$ cat src/rtl/gct_pkg.sv
// Constants, encodings and types shared by the gated counter/timer.
package gct_pkg;

    // ------------------------------------------------------------
    // Register offsets (byte addresses)
    // ------------------------------------------------------------
    localparam logic [7:0] GCT_CTRL_OFS  = 8'h00;
    localparam logic [7:0] GCT_CMD_OFS   = 8'h04;
    localparam logic [7:0] GCT_STAT_OFS  = 8'h08;
    localparam logic [7:0] GCT_RES_OFS   = 8'h0c;
    localparam logic [7:0] GCT_ISTAT_OFS = 8'h10;
    localparam logic [7:0] GCT_IMASK_OFS = 8'h14;

    // ------------------------------------------------------------
    // Field positions and reset values
    // ------------------------------------------------------------
    localparam int GCT_FUNC_LSB = 0;
    localparam int GCT_HOLD_BIT = 3;
    localparam int GCT_GSEL_LSB = 4;
    localparam int GCT_CMD_CLR  = 0;
    localparam int GCT_CMD_ARM  = 1;
    localparam int GCT_IRQ_DONE = 0;
    localparam int GCT_IRQ_OVF  = 1;
    localparam logic [2:0] GCT_GSEL_MAX = 3'h4;
    localparam logic [2:0] GCT_GSEL_RST = 3'h4;
    localparam logic       GCT_HOLD_RST = 1'b0;

    // ------------------------------------------------------------
    // Measurement functions
    // ------------------------------------------------------------
    localparam logic [2:0] GCT_F_FREQ  = 3'h0;
    localparam logic [2:0] GCT_F_PER   = 3'h1;
    localparam logic [2:0] GCT_F_AVG   = 3'h2;
    localparam logic [2:0] GCT_F_PULSE = 3'h3;
    localparam logic [2:0] GCT_F_GATED = 3'h4;
    localparam logic [2:0] GCT_F_FREE  = 3'h5;
    localparam logic [2:0] GCT_FUNC_RST = GCT_F_FREQ;

    // ------------------------------------------------------------
    // Counts, times and result exponents
    // ------------------------------------------------------------
    localparam int GCT_DIGITS = 8;
    localparam int GCT_MANT_W = 27;
    localparam logic [26:0] GCT_CNT_MAX = 27'd99999999;
    localparam int GCT_CLK_NS = 4;
    localparam int GCT_GATE_MIN_US = 100;
    localparam int GCT_GATE_MIN_CYC = GCT_GATE_MIN_US * 1000 / GCT_CLK_NS;
    localparam int GCT_PER_RES_NS = 100;
    localparam int GCT_PER_TICK_CYC = GCT_PER_RES_NS / GCT_CLK_NS;
    localparam logic [26:0] GCT_PW_LIM = 27'(GCT_CNT_MAX / GCT_CLK_NS);
    localparam logic [26:0] GCT_AVG_SCALE = 27'd10000;
    localparam logic [4:0] GCT_EXP_PER = 5'h19;
    localparam logic [4:0] GCT_EXP_AVG = 5'h18;
    localparam logic [4:0] GCT_EXP_PW  = 5'h17;
    localparam logic [4:0] GCT_EXP_TOT = 5'h00;
    localparam logic [4:0] GCT_DIV_LAST = 5'h1a;

    typedef enum logic [1:0] {
        GCT_ARMED,
        GCT_MEAS,
        GCT_DIV,
        GCT_DONE
    } gct_state_t;

endpackage

$ cat src/rtl/gct_top.sv
// Gated counter/timer with an APB register file and interrupt.
//
// Register access over APB and the register offsets were left to the implementer.
module gct_top
    import gct_pkg::*;
#(
    parameter int unsigned GATE_MIN_CYC_P = GCT_GATE_MIN_CYC
)
(
    // Clock and reset
    input  wire logic        sys_clk,
    input  wire logic        resetn,
    // APB slave
    input  wire logic        psel,
    input  wire logic        penable,
    input  wire logic        pwrite,
    input  wire logic [7:0]  paddr,
    input  wire logic [31:0] pwdata,
    output logic      [31:0] prdata,
    output logic             pready,
    output logic             pslverr,
    // Measured signal and interrupt
    input  wire logic        sig_in,
    output logic             irq
);

    // ------------------------------------------------------------
    // Declarations
    // ------------------------------------------------------------
    gct_state_t  state_reg;
    logic [2:0]  func_reg, gsel_reg;
    logic        hold_reg, sig_d_reg, valid_reg, ovf_reg, wait_reg;
    logic [26:0] cnt_reg, q_reg, rem_reg;
    logic [31:0] tmr_reg, res_reg, prdata_reg;
    logic [4:0]  dcnt_reg;
    logic [1:0]  istat_reg, imask_reg;

    logic        access, wr, restart, arm_cmd, stall, unmapped, rise, fall;
    logic        tick, step, fin, ovf_set, div_ge;
    logic [31:0] rdata, gate_len;
    logic [26:0] dec10, fin_mant, lim;
    logic [4:0]  fin_exp;
    logic [27:0] div_r;
    logic [1:0]  evt;

    // ------------------------------------------------------------
    // APB decode
    // ------------------------------------------------------------
    assign access   = psel & penable;
    assign wr       = access & pwrite;
    assign restart  = wr & ((paddr == GCT_CTRL_OFS)
                    | ((paddr == GCT_CMD_OFS) & pwdata[GCT_CMD_CLR]));
    assign arm_cmd  = wr & (paddr == GCT_CMD_OFS) & pwdata[GCT_CMD_ARM];
    assign unmapped = (paddr > GCT_IMASK_OFS) | (paddr[1:0] != 2'h0);
    assign pslverr  = access & unmapped;
    assign pready   = ~wait_reg;
    assign prdata   = prdata_reg;
    assign irq      = |(istat_reg & imask_reg);

    // A result read while no result is valid holds the bus.
    assign stall = ~pwrite & (paddr == GCT_RES_OFS) & ~valid_reg
                 & (state_reg != GCT_DONE);

    always_comb
    begin
        rdata = 32'h0;
        case (paddr)
            GCT_CTRL_OFS:  rdata = {25'h0, gsel_reg, hold_reg, func_reg};
            GCT_STAT_OFS:  rdata = {28'h0, state_reg == GCT_MEAS,
                                   state_reg == GCT_ARMED, ovf_reg, valid_reg};
            GCT_RES_OFS:   rdata = res_reg;
            GCT_ISTAT_OFS: rdata = {30'h0, istat_reg};
            GCT_IMASK_OFS: rdata = {30'h0, imask_reg};
            default:       rdata = 32'h0;
        endcase
    end

    // Read data is captured in setup, or when a stalled read resolves.
    always_ff @(posedge sys_clk or negedge resetn)
    begin
        if (!resetn)
        begin
            prdata_reg <= 32'h0;
            wait_reg   <= 1'b0;
        end
        else if (psel && !penable)
        begin
            prdata_reg <= rdata;
            wait_reg   <= stall;
        end
        else if (wait_reg)
        begin
            prdata_reg <= rdata;
            wait_reg   <= psel & stall;
        end
    end

    // ------------------------------------------------------------
    // Configuration
    // ------------------------------------------------------------
    always_ff @(posedge sys_clk or negedge resetn)
    begin
        if (!resetn)
        begin
            func_reg  <= GCT_FUNC_RST;
            hold_reg  <= GCT_HOLD_RST;
            gsel_reg  <= GCT_GSEL_RST;
            imask_reg <= 2'h0;
        end
        else if (wr && paddr == GCT_CTRL_OFS)
        begin
            func_reg <= (pwdata[2:0] > GCT_F_FREE) ? GCT_F_FREQ : pwdata[2:0];
            hold_reg <= pwdata[GCT_HOLD_BIT];
            gsel_reg <= (pwdata[6:4] > GCT_GSEL_MAX) ? GCT_GSEL_MAX
                      : pwdata[6:4];
        end
        else if (wr && paddr == GCT_IMASK_OFS)
        begin
            imask_reg <= pwdata[1:0];
        end
    end

    // ------------------------------------------------------------
    // Measurement datapath decisions
    // ------------------------------------------------------------
    always_comb
    begin
        case (gsel_reg)
            3'h0:    dec10 = 27'd1;
            3'h1:    dec10 = 27'd10;
            3'h2:    dec10 = 27'd100;
            3'h3:    dec10 = 27'd1000;
            default: dec10 = 27'd10000;
        endcase
    end

    assign gate_len = 32'(GATE_MIN_CYC_P * 32'(dec10));
    assign rise     = sig_in & ~sig_d_reg;
    assign fall     = ~sig_in & sig_d_reg;
    assign tick     = tmr_reg == 32'(GCT_PER_TICK_CYC - 1);
    assign lim      = (func_reg == GCT_F_PULSE) ? GCT_PW_LIM : GCT_CNT_MAX;
    assign div_r    = {rem_reg, q_reg[26]};
    assign div_ge   = div_r >= {1'b0, cnt_reg};

    always_comb
    begin
        step     = 1'b0;
        fin      = 1'b0;
        fin_mant = cnt_reg;
        fin_exp  = GCT_EXP_TOT;
        if (state_reg == GCT_MEAS)
        begin
            case (func_reg)
                GCT_F_FREQ:
                begin
                    step    = rise;
                    // Closing one count late keeps the edge of the last gate cycle.
                    fin     = tmr_reg == gate_len;
                    fin_exp = 5'(GCT_GSEL_MAX - gsel_reg);
                end
                GCT_F_AVG,
                GCT_F_GATED:
                begin
                    step = rise;
                    fin  = (func_reg == GCT_F_GATED)
                         & (tmr_reg == gate_len);
                end
                GCT_F_PER:
                begin
                    step    = tick;
                    fin     = rise;
                    fin_exp = GCT_EXP_PER;
                end
                GCT_F_PULSE:
                begin
                    step     = sig_in;
                    fin      = fall;
                    fin_mant = 27'(cnt_reg * 27'(GCT_CLK_NS));
                    fin_exp  = GCT_EXP_PW;
                end
                default:
                    step = rise;
            endcase
        end
        else if (state_reg == GCT_DIV)
        begin
            fin      = (cnt_reg == 27'h0) | (dcnt_reg == GCT_DIV_LAST);
            fin_mant = (cnt_reg == 27'h0) ? 27'h0 : {q_reg[25:0], div_ge};
            fin_exp  = GCT_EXP_AVG;
        end
    end

    // Counting saturates at eight digits rather than wrapping.
    assign ovf_set = (step & (cnt_reg >= lim))
                   | ((state_reg == GCT_DIV) & (cnt_reg == 27'h0));

    // ------------------------------------------------------------
    // Measurement sequencer
    // ------------------------------------------------------------
    always_ff @(posedge sys_clk or negedge resetn)
    begin
        if (!resetn)
        begin
            state_reg <= GCT_ARMED;
            sig_d_reg <= 1'b0;
            cnt_reg   <= 27'h0;
            tmr_reg   <= 32'h0;
            q_reg     <= 27'h0;
            rem_reg   <= 27'h0;
            dcnt_reg  <= 5'h0;
        end
        else
        begin
            sig_d_reg <= sig_in;
            if (restart)
            begin
                state_reg <= GCT_ARMED;
                cnt_reg   <= 27'h0;
                tmr_reg   <= 32'h0;
            end
            else
            begin
                case (state_reg)
                    GCT_ARMED:
                    begin
                        if (rise)
                        begin
                            state_reg <= GCT_MEAS;
                            tmr_reg   <= 32'h0;
                            cnt_reg   <= (func_reg >= GCT_F_PULSE) ? 27'h1 : 27'h0;
                        end
                    end
                    GCT_MEAS:
                    begin
                        tmr_reg <= (func_reg == GCT_F_PER && tick) ? 32'h0
                                 : tmr_reg + 32'h1;
                        if (step && cnt_reg < lim)
                            cnt_reg <= cnt_reg + 27'h1;
                        if (fin)
                            state_reg <= GCT_DONE;
                        else if (func_reg == GCT_F_AVG
                                 && tmr_reg == gate_len - 32'h1)
                        begin
                            state_reg <= GCT_DIV;
                            q_reg     <= 27'(dec10 * GCT_AVG_SCALE);
                            rem_reg   <= 27'h0;
                            dcnt_reg  <= 5'h0;
                        end
                    end
                    GCT_DIV:
                    begin
                        q_reg    <= {q_reg[25:0], div_ge};
                        rem_reg  <= div_ge ? 27'(div_r - {1'b0, cnt_reg})
                                           : div_r[26:0];
                        dcnt_reg <= dcnt_reg + 5'h1;
                        if (fin)
                            state_reg <= GCT_DONE;
                    end
                    GCT_DONE:
                    begin
                        if (arm_cmd
                            || (!hold_reg && func_reg != GCT_F_GATED))
                            state_reg <= GCT_ARMED;
                    end
                    default:
                        state_reg <= GCT_ARMED;
                endcase
            end
        end
    end

    // ------------------------------------------------------------
    // Result, overflow and interrupt status
    // ------------------------------------------------------------
    always_ff @(posedge sys_clk or negedge resetn)
    begin
        if (!resetn)
        begin
            res_reg   <= 32'h0;
            valid_reg <= 1'b0;
            ovf_reg   <= 1'b0;
        end
        else if (restart)
        begin
            res_reg   <= 32'h0;
            valid_reg <= 1'b0;
            ovf_reg   <= 1'b0;
        end
        else
        begin
            if (fin)
            begin
                res_reg   <= {fin_exp, fin_mant};
                valid_reg <= 1'b1;
            end
            else if (state_reg == GCT_MEAS && func_reg == GCT_F_FREE)
            begin
                res_reg   <= {GCT_EXP_TOT, cnt_reg};
                valid_reg <= 1'b1;
            end
            if (ovf_set)
                ovf_reg <= 1'b1;
        end
    end

    assign evt[GCT_IRQ_DONE] = fin;
    assign evt[GCT_IRQ_OVF]  = ovf_set & ~ovf_reg;

    // A new event in the same cycle as its clear keeps the bit set.
    always_ff @(posedge sys_clk or negedge resetn)
    begin
        if (!resetn)
            istat_reg <= 2'h0;
        else if (wr && paddr == GCT_ISTAT_OFS)
            istat_reg <= (istat_reg & ~pwdata[1:0]) | evt;
        else
            istat_reg <= istat_reg | evt;
    end

endmodule

$ cat config.mk
export PLATFORM = sky130hd
export DESIGN_NAME = gct_top
export DESIGN_NICKNAME = d
export VERILOG_FILES = /design/src/rtl/gct_pkg.sv /design/src/rtl/gct_top.sv
export SDC_FILE = /design/constraint.sdc
export NUM_CORES = 1
export LEC_CHECK = 0
export CAP_MARGIN = 5
export CORE_ASPECT_RATIO = 1.1
export CORE_MARGIN = 4
export CORE_UTILIZATION = 59
export DETAILED_ROUTE_END_ITERATION = 10
export DONT_BUFFER_PORTS = 1
export PLACE_DENSITY = 0.78
export SLEW_MARGIN = 5
export SYNTH_ARGS = -nofsm -noshare
export SYNTH_HDL_FRONTEND = slang
export SYNTH_SLANG_ARGS = --single-unit
$ cat constraint.sdc
create_clock -name sys_clk -period 7.2 [get_ports sys_clk]
set_clock_uncertainty 0.1 [all_clocks]
set_input_delay 0.72 -clock sys_clk [delete_from_list [all_inputs] [get_ports sys_clk]]
set_output_delay 0.72 -clock sys_clk [all_outputs]
set_load 0.02 [all_outputs]
==> impl_metrics.py <==
metrics = {
    "outcome": {
        "status": "completed",
    },
    "power_and_ir_drop": {
        "switching_share_pct": 46.4,
        "p_clk_share_pct": 17.3,
        "leakage_nw": 8.32,
        "p_comb_share_pct": 57.7,
        "seq_power_share_pct": 25.0,
        "vdd_drop_max_uv": 321,
        "p_per_area_nw_per_um2": 323,
        "p_int_mw": 3.19,
        "switchingPower_mw": 2.76,
    },
    "finish": {
        "drive_gt1_share_pct": 15.3,
        "antennaDiodeCount": 0,
        "most-common-layout-cells": "dfrtp_1, nand2_1, inv_1, buf_4, ha_1",
        "areaGrowthSynthToFinish_pct": 12.8,
        "final_common_cell": "dfrtp_1",
        "nets": 2113,
        "fin_cells": 2288,
    },
    "detailed_routing": {
        "wl_per_cell_um": 21.6,
        "antenna_left": 0,
        "drt_iter0_markers": 1668,
        "firstDrtPassIters": 6,
        "dr_total_vias": 15100,
        "drt-total-wl_mm": 49.4,
        "drc": 0,
        "vias_per_cell": 6.61,
    },
    "floorplan": {
        "ios": 81,
        "start_util_pct": 60.2,
        "core_area_sq_um": 27100,
        "rows": 63,
        "die-height_um": 182,
        "dieArea_sq_um": 30400,
        "die_w_um": 167,
    },
    "placed_design": {
        "port_buffers": 0,
        "gp_congestion": 0.953,
        "place_inst": 2227,
        "place_hpwl_mm": 35.9,
        "dp_slack_ns": -0.125,
    },
    "timing": {
        "max_freq_ghz": 0.143,
        "period_share_pct": 97.4,
        "setup_tns_ns": 0,
        "maxSlewViolCount": 0,
        "finalCriticalPeriod_ns": 7.01,
        "worst_pin_slew_ns": 1.10,
        "slew_headroom_pct": 26.4,
        "finalHoldViolCount": 0,
        "worst_slack_ns": 0.190,
        "setup_viol": 0,
    },
    "synthesis": {
        "synth_top_area_share_pct": 30.4,
        "synth_async_sr_flop_share_pct": 100,
        "synth_seq_cells": 199,
        "yosysSeqAreaShare_pct": 30.5,
        "synth_area_leaders": "dfrtp_1, ha_1, nand2_1, inv_1, fa_1",
        "synth.distinct_cells": 91,
        "syn_area_sq_um": 16300,
        "synth_edf_count": 0,
        "yosysTopAreaCell": "dfrtp_1",
        "synth_flop_cell": "dfrtp_1",
        "syn_area_per_cell_sq_um": 8.79,
        "syn_inst": 1857,
        "yosys_warnings": 0,
    },
    "critical_path": {
        "rr_worst_depth": 29,
        "crit_type": "register to register",
        "slowest_stage": "fa_1",
        "path_max_fanout": 12,
        "reg2reg_slack_ns": 0.19,
        "path_common_cell": "buf_4",
        "endpoint_kind": "register",
        "cpPeakStageDelay_ns": 0.54,
        "cp.required_ns": 7.43,
        "arrival_ns": 7.24,
        "r2r_start": "gsel_reg[0]",
        "rr_endpoint": "rem_reg[3]",
        "start_kind": "register",
    },
    "job": {
        "maxCapViolations": 0,
    },
    "clock_tree": {
        "clk-insertion-delay-late_ns": 0.46,
        "root_buffer": "clkbuf_16",
        "clock_sinks": 199,
        "cts_buffers": 17,
        "cts_tree": "built",
        "cts_max_level": 4,
        "cts.path.max_buffers": 2,
        "clk_pin_slew_ns": 0.09,
    },
    "grt": {
        "groute.usage.overall_pct": 31.6,
        "antenna_found_initial": 1,
        "grt_pass1_wl_mm": 78.2,
        "grt_pass1_vias": 14600,
        "overflow": 0,
        "grt_max_degree": 199,
    },
    "min_path": {
        "hold_path.class": "input pin to asynchronous set/reset pin",
    },
}
==> power groups by stage <==
stage	combinational, mW	sequential, mW	clock, mW
2_1_floorplan	2.49	1.42	0
3_3_place_gp	3.12	1.49	0
3_5_place_dp	3.20	1.50	0
4_1_cts	3.26	1.48	1.04
5_1_grt	3.77	1.50	1.09
6_report	3.43	1.49	1.03
==> cells in the mapped netlist (43+ instances only) <==
library cell	count
mux2i_1	49
ha_1	124
nor2_1	116
clkbuf_1	80
o21ai_0	95
xnor2_1	52
nand2_1	169
a21oi_1	92
inv_1	141
nor3_1	43
nand3_1	47
dfrtp_1	198
==> critical path, delay by kind of cell (launching register included) <==
kind	cells	cell delay, ns
and+or+nand+nor	9	1.55
adders and majority gates	7	2.25
DFF	1	0.40
buffers and inverters	6	0.92
muxes	1	0.33
xor gates and xnor gates	1	0.17
AOI/OAI and AO/OA	5	1.16
==> per-layer routing <==
| metal | vias up | track usage (%) | wire (um) |
|---|---|---|---|
| met5 | - | 0 | 0 |
| met4 | 0 | 9.07 | 1350 |
| met3 | 114 | 5.59 | 4360 |
| met2 | 710 | 50.5 | 22700 |
| met1 | 7386 | 44.3 | 21000 |
| li1 | 6910 | - | - |
==> metrics by stage <==
step	power (mW)	util (%)	area, sq um	hold WS, ns
floorplan	3.91	-	16400	0.324
global placement	4.61	63.7	17300	0.341
detailed placement	4.70	63.7	17300	0.341
CTS	5.77	66.3	18000	0.185
global route	6.36	67.8	18400	0.179
finish	5.94	67.8	18400	0.133
==> worst max-delay path by stage <==
stage / startpoint / endpoint / slack, ns / cells past startpoint
floorplan: gsel_reg[2] / res_reg[21] / 0.02 / 29
global placement: gsel_reg[0] / res_reg[23] / -0.03 / 26
detailed placement: gsel_reg[0] / res_reg[23] / -0.13 / 26
CTS: gsel_reg[0] / q_reg[24] / 0.03 / 30
global route: gsel_reg[0] / q_reg[2] / -0.05 / 34
finish: gsel_reg[0] / rem_reg[3] / 0.19 / 29
==> logic make-up (layout without fill, tap and decap cells) <==
| logic type | Yosys count | after routing | synth area share [%] |
|---|---|---|---|
| fa+ha+maj | 149 | 149 | 12.6 |
| xor+xnor | 95 | 95 | 5.27 |
| mux | 93 | 93 | 6.04 |
| flops | 199 | 199 | 30.5 |
| compound gates | 490 | 490 | 21.3 |
| other cells | 1 | 6 | 0.0230 |
| simple gates | 580 | 580 | 18.1 |
| buf+inv | 250 | 319 | 6.20 |
==> cell type report <==
cell class | instances | area [sq um]
clock buffer | 17 | 425
fill | 2159 | 8720
timing repair buffer | 141 | 1180
clock inverter | 15 | 220
sequential | 199 | 4980
inverter | 146 | 548
tap | 357 | 447
multi-input combinational | 1413 | 10600
==> repair_timing <==
item | 4_1_cts | 5_1_grt
hold buffers | 2 | 0
cloned | 0 | 2
hold endpoints to repair | 198 | 0
setup buffers | 0 | 25
endpoints found under the setup margin | 26 | 94
gates resized for setup | 3 | 38
pin swaps | 0 | 19
Note: power is estimated with default switching activity, not from simulation.
